**src/hdl/yfe_pkg.sv**
```systemverilog
/*
 * Shared types and constants of the YUV converter front-end block:
 * sample carriers, register addresses, control field positions and
 * pipeline lengths.
 * Assumes one 9-bit sample per channel per clock; luma unsigned, chroma
 * two's complement.
 */
package yfe_pkg;

    // ========================================================================
    // types
    typedef logic signed [19:0] yfe_acc_t;

    typedef struct packed {
        logic [8:0] y;
        logic [8:0] u;
        logic [8:0] v;
    } yfe_yuv_s;

    typedef struct packed {
        logic [1:0] y;
        logic [1:0] u;
        logic [1:0] v;
        logic       unf_u;
        logic       unf_v;
    } yfe_rng_s;

    typedef enum logic [1:0] {
        CL_IDLE = 2'b00,
        CL_MEAS = 2'b01,
        CL_HOLD = 2'b10
    } yfe_clamp_e;

    // ========================================================================
    // register map
    localparam logic [2:0]  A_CTRL  = 3'h0;
    localparam logic [2:0]  A_FIXU  = 3'h1;
    localparam logic [2:0]  A_FIXV  = 3'h2;
    localparam logic [2:0]  A_HIST0 = 3'h3;
    localparam logic [2:0]  A_HIST1 = 3'h4;
    localparam logic [2:0]  A_HIST2 = 3'h5;
    localparam logic [2:0]  A_ERRU  = 3'h6;
    localparam logic [2:0]  A_ERRV  = 3'h7;
    localparam logic [15:0] CTRL_RST = 16'h0000;
    localparam logic [8:0]  FIX_RST  = 9'h000;

    // ========================================================================
    // control fields
    localparam int C_HSEL = 0;
    localparam int C_YDLY = 2;
    localparam int C_MAJ  = 4;
    localparam int C_PHL  = 7;
    localparam int C_PHU  = 9;
    localparam int C_NBYP = 11;
    localparam int C_CAPP = 12;
    localparam int C_CFIX = 13;

    // ========================================================================
    // sizes and limits
    localparam int          UV_PIPE  = 13;
    localparam logic [5:0]  CL_LAST  = 6'h1F;
    localparam logic [15:0] CNT_MAX  = 16'hFFFF;
    localparam yfe_acc_t    Y_MAX    = 20'sh001FF;
    localparam yfe_acc_t    C_MAX    = 20'sh000FF;
    localparam yfe_acc_t    C_MIN    = -20'sh00100;
    localparam yfe_acc_t    PH_RND   = 20'sh00020;
    localparam yfe_acc_t    NT_RND   = 20'sh00004;
    localparam yfe_acc_t    VF_RND   = 20'sh00008;

endpackage

```
**src/hdl/yfe_top.sv**
```systemverilog
/*
 * Front-end processing for Y, U and V converter streams: overflow
 * histogram, luma delay, majority filter, phase filter, notch, and
 * chroma clamp measurement and correction. Register port for the
 * embedded controller.
 * Assumes samples, range codes, field start and clamp gate are
 * synchronous to i_ref_clk, one sample per clock.
 */
// The address-and-strobe port and the register addresses are this design's own decisions.
// Contract
// (RULE1) each channel carries one sample per clock
// (RULE2) range code: zero in range, one to three are overflow grades
// (RULE3) three grade counts collected per field, read as 16-bit values
// (RULE4) a selector picks the channel feeding the histogram
// (RULE5) chroma selected: underflow also counts into the first bin
// (RULE6) luma delayed zero to three samples against chroma
// (RULE7) majority of neighbour differences plus one: pixel gets one added
// (RULE8) majority of neighbour differences minus one: pixel gets one taken
// (RULE9) majority window is 1 (bypass), 3, 5, 7 or 9 pixels
// (RULE10) phase filter taps -L(1-u), 1+L, -Lu
// (RULE11) L in 0..3/16 and u in 0, 1/4, 1/2, set independently
// (RULE12) notch taps -1,0,5,0,5,0,-1 over eight, zero at quarter rate
// (RULE13) notch bypass keeps the same luma latency
// (RULE14) chroma clamp error summed over 32 samples in the clamp gate
// (RULE15) clamp error smoothed line to line by a recursive filter
// (RULE16) filtered error readable and optionally applied to chroma
// (RULE17) controller may supply a fixed correction applied instead
// (RULE18) histogram counters saturate, latched then cleared each field
// (RULE19) stages keep 9 bits, round, and clip to range
`timescale 1ns/10ps
`default_nettype none
module yfe_top
(
    input  wire logic             i_ref_clk,
    input  wire logic             i_rst_n,
    input  wire yfe_pkg::yfe_yuv_s i_smp,
    input  wire yfe_pkg::yfe_rng_s i_rng,
    input  wire logic             i_field_start,
    input  wire logic             i_clamp_gate,
    input  wire logic [2:0]       i_addr,
    input  wire logic [15:0]      i_wdata,
    input  wire logic             i_wr,
    input  wire logic             i_rd,
    output var  yfe_pkg::yfe_yuv_s o_smp,
    output var  logic [15:0]      o_rdata
);

    // ========================================================================
    // helpers
    function automatic yfe_pkg::yfe_acc_t ext_u(input logic [8:0] x);
        return yfe_pkg::yfe_acc_t'({11'h000, x});
    endfunction

    function automatic yfe_pkg::yfe_acc_t ext_s(input logic [8:0] x);
        return yfe_pkg::yfe_acc_t'({{11{x[8]}}, x});
    endfunction

    function automatic logic [8:0] clip_y(input yfe_pkg::yfe_acc_t a);
        if (a < 0)
            return 9'h000;
        else if (a > yfe_pkg::Y_MAX)
            return 9'h1FF;
        else
            return a[8:0];
    endfunction

    function automatic logic [8:0] clip_c(input yfe_pkg::yfe_acc_t a);
        if (a < yfe_pkg::C_MIN)
            return 9'h100;
        else if (a > yfe_pkg::C_MAX)
            return 9'h0FF;
        else
            return a[8:0];
    endfunction

    // ========================================================================
    // registers
    logic [15:0]       ctrl_reg;
    logic [8:0]        fix_reg [2];
    logic [15:0]       hist_reg [3];
    logic [8:0]        err_reg [2];
    logic [1:0]        hsel;
    logic [1:0]        ydly;
    logic [2:0]        mlen;
    logic [1:0]        phl;
    logic [1:0]        phu;
    logic              nbyp;

    assign hsel = ctrl_reg[yfe_pkg::C_HSEL +: 2];
    assign ydly = ctrl_reg[yfe_pkg::C_YDLY +: 2];
    assign mlen = ctrl_reg[yfe_pkg::C_MAJ +: 3];
    assign phl  = ctrl_reg[yfe_pkg::C_PHL +: 2];
    assign phu  = ctrl_reg[yfe_pkg::C_PHU +: 2];
    assign nbyp = ctrl_reg[yfe_pkg::C_NBYP];

    always_ff @(posedge i_ref_clk or negedge i_rst_n)
    begin
        if (!i_rst_n)
        begin
            ctrl_reg   <= yfe_pkg::CTRL_RST;
            fix_reg[0] <= yfe_pkg::FIX_RST;
            fix_reg[1] <= yfe_pkg::FIX_RST;
        end
        else if (i_wr)
        begin
            case (i_addr)
                yfe_pkg::A_CTRL: ctrl_reg   <= i_wdata;
                yfe_pkg::A_FIXU: fix_reg[0] <= i_wdata[8:0]; // RULE17
                yfe_pkg::A_FIXV: fix_reg[1] <= i_wdata[8:0]; // RULE17
                default:         ctrl_reg   <= ctrl_reg;
            endcase
        end
    end

    // read data stand only in the cycle after the strobe
    always_ff @(posedge i_ref_clk or negedge i_rst_n)
    begin
        if (!i_rst_n)
            o_rdata <= 16'h0000;
        else if (!i_rd)
            o_rdata <= 16'h0000;
        else
        begin
            case (i_addr)
                yfe_pkg::A_CTRL:  o_rdata <= ctrl_reg;
                yfe_pkg::A_FIXU:  o_rdata <= {7'h00, fix_reg[0]};
                yfe_pkg::A_FIXV:  o_rdata <= {7'h00, fix_reg[1]};
                yfe_pkg::A_HIST0: o_rdata <= hist_reg[0]; // RULE3
                yfe_pkg::A_HIST1: o_rdata <= hist_reg[1];
                yfe_pkg::A_HIST2: o_rdata <= hist_reg[2];
                yfe_pkg::A_ERRU:  o_rdata <= {{7{err_reg[0][8]}}, err_reg[0]}; // RULE16
                yfe_pkg::A_ERRV:  o_rdata <= {{7{err_reg[1][8]}}, err_reg[1]};
                default:          o_rdata <= 16'h0000;
            endcase
        end
    end

    // ========================================================================
    // input stage
    yfe_pkg::yfe_yuv_s in_q;
    yfe_pkg::yfe_rng_s rng_q;
    logic              fs_q;
    logic              gate_q;

    always_ff @(posedge i_ref_clk or negedge i_rst_n)
    begin
        if (!i_rst_n)
        begin
            in_q   <= '0;
            rng_q  <= '0;
            fs_q   <= 1'b0;
            gate_q <= 1'b0;
        end
        else
        begin
            in_q   <= i_smp; // RULE1
            rng_q  <= i_rng;
            fs_q   <= i_field_start;
            gate_q <= i_clamp_gate;
        end
    end

    // ========================================================================
    // overflow histogram
    logic [15:0] cnt_reg [3];
    logic [1:0]  code;
    logic        unf;
    logic [2:0]  hit;

    always_comb
    begin
        case (hsel) // RULE4
            2'h0:    begin code = rng_q.y; unf = 1'b0; end
            2'h1:    begin code = rng_q.u; unf = rng_q.unf_u; end
            2'h2:    begin code = rng_q.v; unf = rng_q.unf_v; end
            default: begin code = 2'h0; unf = 1'b0; end
        endcase
        hit[0] = (code == 2'h1) || unf; // RULE2 RULE5
        hit[1] = (code == 2'h2);
        hit[2] = (code == 2'h3);
    end

    always_ff @(posedge i_ref_clk or negedge i_rst_n)
    begin
        if (!i_rst_n)
        begin
            for (int b = 0; b < 3; b++)
            begin
                cnt_reg[b]  <= 16'h0000;
                hist_reg[b] <= 16'h0000;
            end
        end
        else
        begin
            for (int b = 0; b < 3; b++)
            begin
                if (fs_q)
                begin
                    hist_reg[b] <= cnt_reg[b]; // RULE18
                    cnt_reg[b]  <= {15'h0000, hit[b]};
                end
                else if (hit[b] && cnt_reg[b] != yfe_pkg::CNT_MAX)
                    cnt_reg[b] <= cnt_reg[b] + 16'h0001; // RULE3
            end
        end
    end

    // ========================================================================
    // luma delay, majority filter
    logic [8:0] ydl [3];
    logic [8:0] yd_reg;
    logic [8:0] win [9];
    logic [8:0] maj_reg;
    logic [8:0] maj_next;

    always_ff @(posedge i_ref_clk or negedge i_rst_n)
    begin
        if (!i_rst_n)
        begin
            yd_reg <= 9'h000;
            for (int i = 0; i < 3; i++)
                ydl[i] <= 9'h000;
            for (int i = 0; i < 9; i++)
                win[i] <= 9'h000;
        end
        else
        begin
            ydl[0] <= in_q.y;
            ydl[1] <= ydl[0];
            ydl[2] <= ydl[1];
            yd_reg <= (ydly == 2'h0) ? in_q.y : ydl[ydly - 2'h1]; // RULE6
            win[0] <= yd_reg;
            for (int i = 1; i < 9; i++)
                win[i] <= win[i - 1];
        end
    end

    // centre stays at tap 4 for every window so latency never changes
    always_comb
    begin
        logic [3:0]        np;
        logic [3:0]        nm;
        yfe_pkg::yfe_acc_t d;
        np = 4'h0;
        nm = 4'h0;
        d  = '0;
        for (int i = 1; i < 5; i++)
        begin
            if (i <= int'(mlen)) // RULE9
            begin
                d = ext_u(win[4 - i]) - ext_u(win[4]);
                np = np + ((d == 20'sh00001) ? 4'h1 : 4'h0);
                nm = nm + ((d == -20'sh00001) ? 4'h1 : 4'h0);
                d = ext_u(win[4 + i]) - ext_u(win[4]);
                np = np + ((d == 20'sh00001) ? 4'h1 : 4'h0);
                nm = nm + ((d == -20'sh00001) ? 4'h1 : 4'h0);
            end
        end
        if (mlen != 3'h0 && np > {1'b0, mlen})
            maj_next = clip_y(ext_u(win[4]) + 20'sh00001); // RULE7 RULE19
        else if (mlen != 3'h0 && nm > {1'b0, mlen})
            maj_next = clip_y(ext_u(win[4]) - 20'sh00001); // RULE8
        else
            maj_next = win[4];
    end

    always_ff @(posedge i_ref_clk or negedge i_rst_n)
    begin
        if (!i_rst_n)
            maj_reg <= 9'h000;
        else
            maj_reg <= maj_next;
    end

    // ========================================================================
    // phase filter, in 64ths: (64+4L)x1 - L(4-u)x2 - Lu x0
    logic [8:0]        ph [3];
    logic [8:0]        ph_out;
    yfe_pkg::yfe_acc_t kl;
    yfe_pkg::yfe_acc_t ku;
    yfe_pkg::yfe_acc_t ph_sum;

    assign kl = yfe_pkg::yfe_acc_t'({18'h00000, phl}); // RULE11
    assign ku = (phu > 2'h2) ? 20'sh00002 : yfe_pkg::yfe_acc_t'({18'h00000, phu});
    assign ph_sum = (20'sh00040 + 20'sh00004 * kl) * ext_u(ph[1]) // RULE10
                  - kl * (20'sh00004 - ku) * ext_u(ph[2])
                  - kl * ku * ext_u(ph[0]) + yfe_pkg::PH_RND;

    always_ff @(posedge i_ref_clk or negedge i_rst_n)
    begin
        if (!i_rst_n)
        begin
            ph_out <= 9'h000;
            for (int i = 0; i < 3; i++)
                ph[i] <= 9'h000;
        end
        else
        begin
            ph[0]  <= maj_reg;
            ph[1]  <= ph[0];
            ph[2]  <= ph[1];
            ph_out <= clip_y(ph_sum >>> 6); // RULE19
        end
    end

    // ========================================================================
    // notch and chroma alignment
    logic [8:0]        nt [7];
    yfe_pkg::yfe_acc_t nt_sum;
    logic [8:0]        uvp [yfe_pkg::UV_PIPE][2];
    logic [8:0]        uc_reg [2];

    assign nt_sum = 20'sh00005 * (ext_u(nt[2]) + ext_u(nt[4])) // RULE12
                  - ext_u(nt[0]) - ext_u(nt[6]) + yfe_pkg::NT_RND;

    always_ff @(posedge i_ref_clk or negedge i_rst_n)
    begin
        if (!i_rst_n)
        begin
            o_smp <= '0;
            for (int i = 0; i < 7; i++)
                nt[i] <= 9'h000;
            for (int i = 0; i < yfe_pkg::UV_PIPE; i++)
            begin
                uvp[i][0] <= 9'h000;
                uvp[i][1] <= 9'h000;
            end
        end
        else
        begin
            nt[0] <= ph_out;
            for (int i = 1; i < 7; i++)
                nt[i] <= nt[i - 1];
            // bypass takes the centre tap, so group delay is unchanged
            o_smp.y <= nbyp ? nt[3] : clip_y(nt_sum >>> 3); // RULE13
            uvp[0][0] <= uc_reg[0];
            uvp[0][1] <= uc_reg[1];
            for (int i = 1; i < yfe_pkg::UV_PIPE; i++)
            begin
                uvp[i][0] <= uvp[i - 1][0];
                uvp[i][1] <= uvp[i - 1][1];
            end
            o_smp.u <= uvp[yfe_pkg::UV_PIPE - 1][0];
            o_smp.v <= uvp[yfe_pkg::UV_PIPE - 1][1];
        end
    end

    // ========================================================================
    // chroma clamp measurement and correction
    yfe_pkg::yfe_clamp_e cl_state;
    logic [5:0]          ccnt;
    logic                cl_done;
    yfe_pkg::yfe_acc_t   acc [2];
    yfe_pkg::yfe_acc_t   vf [2];
    logic [8:0]          chn [2];
    logic [8:0]          corr [2];

    assign chn[0] = in_q.u;
    assign chn[1] = in_q.v;

    always_ff @(posedge i_ref_clk or negedge i_rst_n)
    begin
        if (!i_rst_n)
        begin
            cl_state <= yfe_pkg::CL_IDLE;
            ccnt     <= 6'h00;
            cl_done  <= 1'b0;
            acc[0]   <= '0;
            acc[1]   <= '0;
        end
        else
        begin
            cl_done <= 1'b0;
            case (cl_state)
                yfe_pkg::CL_IDLE:
                    if (gate_q)
                    begin
                        acc[0]   <= ext_s(chn[0]); // RULE14
                        acc[1]   <= ext_s(chn[1]);
                        ccnt     <= 6'h01;
                        cl_state <= yfe_pkg::CL_MEAS;
                    end
                yfe_pkg::CL_MEAS:
                    if (!gate_q)
                        cl_state <= yfe_pkg::CL_IDLE;
                    else
                    begin
                        acc[0] <= acc[0] + ext_s(chn[0]); // RULE14
                        acc[1] <= acc[1] + ext_s(chn[1]);
                        ccnt   <= ccnt + 6'h01;
                        if (ccnt == yfe_pkg::CL_LAST)
                        begin
                            cl_done  <= 1'b1;
                            cl_state <= yfe_pkg::CL_HOLD;
                        end
                    end
                yfe_pkg::CL_HOLD:
                    if (!gate_q)
                        cl_state <= yfe_pkg::CL_IDLE;
                default:
                    cl_state <= yfe_pkg::CL_IDLE;
            endcase
        end
    end

    // vf holds the line mean with four fraction bits; acc/2 is mean*16
    always_ff @(posedge i_ref_clk or negedge i_rst_n)
    begin
        if (!i_rst_n)
        begin
            for (int k = 0; k < 2; k++)
            begin
                vf[k]      <= '0;
                err_reg[k] <= 9'h000;
                uc_reg[k]  <= 9'h000;
            end
        end
        else
        begin
            for (int k = 0; k < 2; k++)
            begin
                if (cl_done)
                    vf[k] <= vf[k] + (((acc[k] >>> 1) - vf[k]) >>> 2); // RULE15
                err_reg[k] <= clip_c((vf[k] + yfe_pkg::VF_RND) >>> 4);
                uc_reg[k]  <= clip_c(ext_s(chn[k]) - ext_s(corr[k])); // RULE16 RULE19
            end
        end
    end

    always_comb
    begin
        for (int k = 0; k < 2; k++)
        begin
            if (ctrl_reg[yfe_pkg::C_CFIX])
                corr[k] = fix_reg[k]; // RULE17
            else if (ctrl_reg[yfe_pkg::C_CAPP])
                corr[k] = err_reg[k]; // RULE16
            else
                corr[k] = 9'h000;
        end
    end
endmodule
`default_nettype wire

```
**config.mk**
```make
export PLATFORM = sky130hd
export DESIGN_NAME = yfe_top
export DESIGN_NICKNAME = d
export VERILOG_FILES = /design/src/hdl/yfe_pkg.sv /design/src/hdl/yfe_top.sv
export SDC_FILE = /design/constraint.sdc
export NUM_CORES = 2
export LEC_CHECK = 0
export ABC_CLOCK_PERIOD_IN_PS = 7600
export BUFFER_PORTS_ARGS = -buffer_cell sky130_fd_sc_hd__buf_4
export CORE_MARGIN = 3
export CORE_UTILIZATION = 57
export CTS_BUF_LIST = sky130_fd_sc_hd__clkbuf_16
export CTS_CLUSTER_SIZE = 20
export DETAILED_ROUTE_END_ITERATION = 12
export PLACE_DENSITY = 0.77
export SYNTH_ARGS = -nofsm -noshare
export SYNTH_HDL_FRONTEND = slang
export SYNTH_SLANG_ARGS = --single-unit
```
**constraint.sdc**
```tcl
create_clock -name i_ref_clk -period 7.6 [get_ports i_ref_clk]
set_input_delay 1.14 -clock i_ref_clk [delete_from_list [all_inputs] [get_ports i_ref_clk]]
set_output_delay 1.14 -clock i_ref_clk [all_outputs]
set_load 0.005 [all_outputs]
```
==> results.tsv <==
metric	value	unit
DIE HEIGHT	275	um
via count	27700	
first-pass GRT wire length	139000	um
#FFs+latches synth	794	
pre-CTS WS	-0.344	ns
R2R depth	30	
Area Overhead vs Synth	12.7	%
cell mode on critical path	fa_1	
pin slew with the least headroom to its limit	1.10	ns
later-pin clock latency in the skew report	0.64	ns
Final HPWL DP	61400	um
Core Footprint	71600	um2
Worst setup SP type	register	
Mean Syn Cell Area	11.0	um2
ys flop type	dfrtp_1	
total grt overflow	0	
top-level port count	103	
R2R setup slack	0.11	ns
cell row count	98	
vias in the first global route	27700	
final non-filler cell total	4956	
family with the most delay on the worst path	adder cells	
Clock Sinks	794	
Die Area	75700	um2
fin nets	4489	
Starting Density	57.7	%
CTS tree	built	
Setup CP Type	reg2reg	
number of library cell types mapped by synthesis	95	
design area	46500	um2
fin worst setup slack	0.113	ns
Ys Warns	0	
Post-Synthesis Cells	3760	
Tot GR Track Use	22.9	%
layout cell share with drive strength beyond 1	12.1	%
crit path time final	7.49	ns
dpl cell area	43400	um2
Hold Crit Class	reg2reg	
CTS Buffer Depth	3	
worst setup path end	ph_out[5]	
clk slew on worst S/H paths	0.06	ns
reg-to-reg critical path endpoint	ph_out[5]	
DR WL/cell	17.3	um
number of synthesized flops with an enable pin	0	
Final period util	98.5	%
Placed Cells	4781	
fmax	134	MHz
vias per cell	5.59	
syn_nets	4307	
CP Data Required Time	8.13	ns
Async SR Flop Fraction	100	%
pin count of the biggest net entering global routing	182	
Root Buffer	clkbuf_16	
die width	275	um
max-cap viol count	0	
Final ANT Viol Nets	0	
Worst Skew	0.0306	ns
Crit path largest cell delay	0.55	ns
RSZ-0062 raised after global routing	yes	
DR pass1 iterations	6	
Hold Fails Final Rpt	0	
routability cong.	0.897	
Worst R2R Start	ctrl_reg[10]	
WP buf/inv	3	
TritonCTS buffer count	82	
outcome	complete, no violations	
CP startpoint	ctrl_reg[10]	
DRC	0	
Hold-fix buffers, CTS	0	
Buffers on Ports	102	
final slew viol count	0	
Regs by FF count	uvp: 234 flops, win: 81 flops, nt: 63 flops	
htree depth	3	
sequential area share after synthesis	48.1	%
final setup vio count	0	
crit end category	register	
number of flip-flops in the largest register	234	
CP max stage cell	fa_1	
Initial DRC Count	2121	
Post-Syn Area	41300	um2
Slew HR	27.0	%
Post-Route WL	85700	um
WP depth	30	
antenna violations before repair	6	
crit-path max FO	5	
Largest Register	uvp	
crit path DAT	8.01	ns
area by class of cell:
type	instances	area, um2
Fill cell	5495	25100
Timing Repair Buffer	171	1360
Sequential cell	794	19900
Antenna cell	2	5.00
Tap cell	950	1190
Clock inverter	64	563
Multi-Input combinational cell	2562	20200
Inverter	331	1250
Clock buffer	82	2050
worst register-to-register path: cells and delay by family (launching register included):
kind / cells / cell delay (ns)
xor+xnor: 1 / 0.07
simple gates: 7 / 1.40
fa+ha+maj: 10 / 3.72
flops: 1 / 0.37
compound gates: 9 / 1.55
buf+inv: 3 / 0.25
placed cells by master (no fill, tap or decap), types with 67 or more instances in the layout:
master       n
a21o_1      67
xor2_1      87
and2_1      71
mux2_2      91
xnor2_1    178
nand2_1    247
dfrtp_1    789
ha_1       379
nand3_1     83
clkbuf_16   82
buf_4      161
nor2_1     241
fa_1        98
inv_1      335
a21oi_1    209
o21ai_0    156
cells by family (layout without fill, tap and decap cells):
family / Yosys count / after routing / synth area share [%]
AND/OR/NAND/NOR: 927 / 927 / 10.8
XOR/XNOR: 266 / 266 / 5.64
AO/OA/AOI/OAI: 736 / 737 / 11.2
adder cells (fa/ha/maj): 488 / 488 / 16.6
flip-flops: 794 / 794 / 48.1
other: 0 / 2 / 0
multiplexers: 144 / 144 / 3.87
buffers and inverters: 405 / 648 / 3.73
cell usage after synthesis, types with 48 or more instances:
cell | number | share of area [%]
dfrtp_1 | 794 | 48
ha_1 | 388 | 12
inv_1 | 328 | 3.0
nand2_1 | 247 | 2.2
nor2_1 | 245 | 2.2
a21oi_1 | 220 | 2.7
xnor2_1 | 179 | 3.8
o21ai_0 | 162 | 2.0
fa_1 | 99 | 4.8
mux2_2 | 91 | 2.5
xor2_1 | 87 | 1.8
nand3_1 | 85 | 1.0
and2_1 | 75 | 1.1
a21o_1 | 67 | 1.2
nor3_1 | 62 | 0.75
clkbuf_1 | 57 | 0.52
mux2i_1 | 48 | 1.2
o21bai_1 | 48 | 0.87
per-stage QoR:
step,util (%),TNS [ns],hold WS [ns]
global route,65.0,-1.42,0.338
CTS,64.6,0,0.339
finish,65.0,0,0.335
floorplan,-,0,0.331
global placement,60.6,-1.09,0.331
detailed placement,60.6,-3.18,0.335
how the worst min path moves through the flow:
stage / slack, ns / cells after the start / start / endpoint
after global placement: 0.33 / 0 / uvp[220] / uvp[202]
after floorplan: 0.33 / 0 / nt[9] / nt[0]
after detailed placement: 0.33 / 0 / nt[13] / nt[4]
after global routing: 0.34 / 0 / uvp[104] / uvp[86]
final: 0.33 / 0 / nt[17] / nt[8]
after CTS: 0.34 / 0 / nt[17] / nt[8]
timing repair:
action / CTS / global route
gates cloned: 2 / 0
resized for setup: 33 / 51
pin swaps: 27 / 55
endpoints found under the hold margin: 0 / 0
setup endpoints to repair: 16 / 18
buffers inserted: 11 / 14
metal layers:
metal  routed length, um  vias to the layer above  global-route usage (%)
li1                    -                    13300                       -
met1               37100                    13600                    30.7
met2               41000                      594                    37.6
met3                4300                      172                    3.66
met4                3270                        4                    9.37
met5                  27                        -                       0
Power is not shown: default switching activity piles up to over one toggle a cycle in this logic, so the estimate is an artifact.
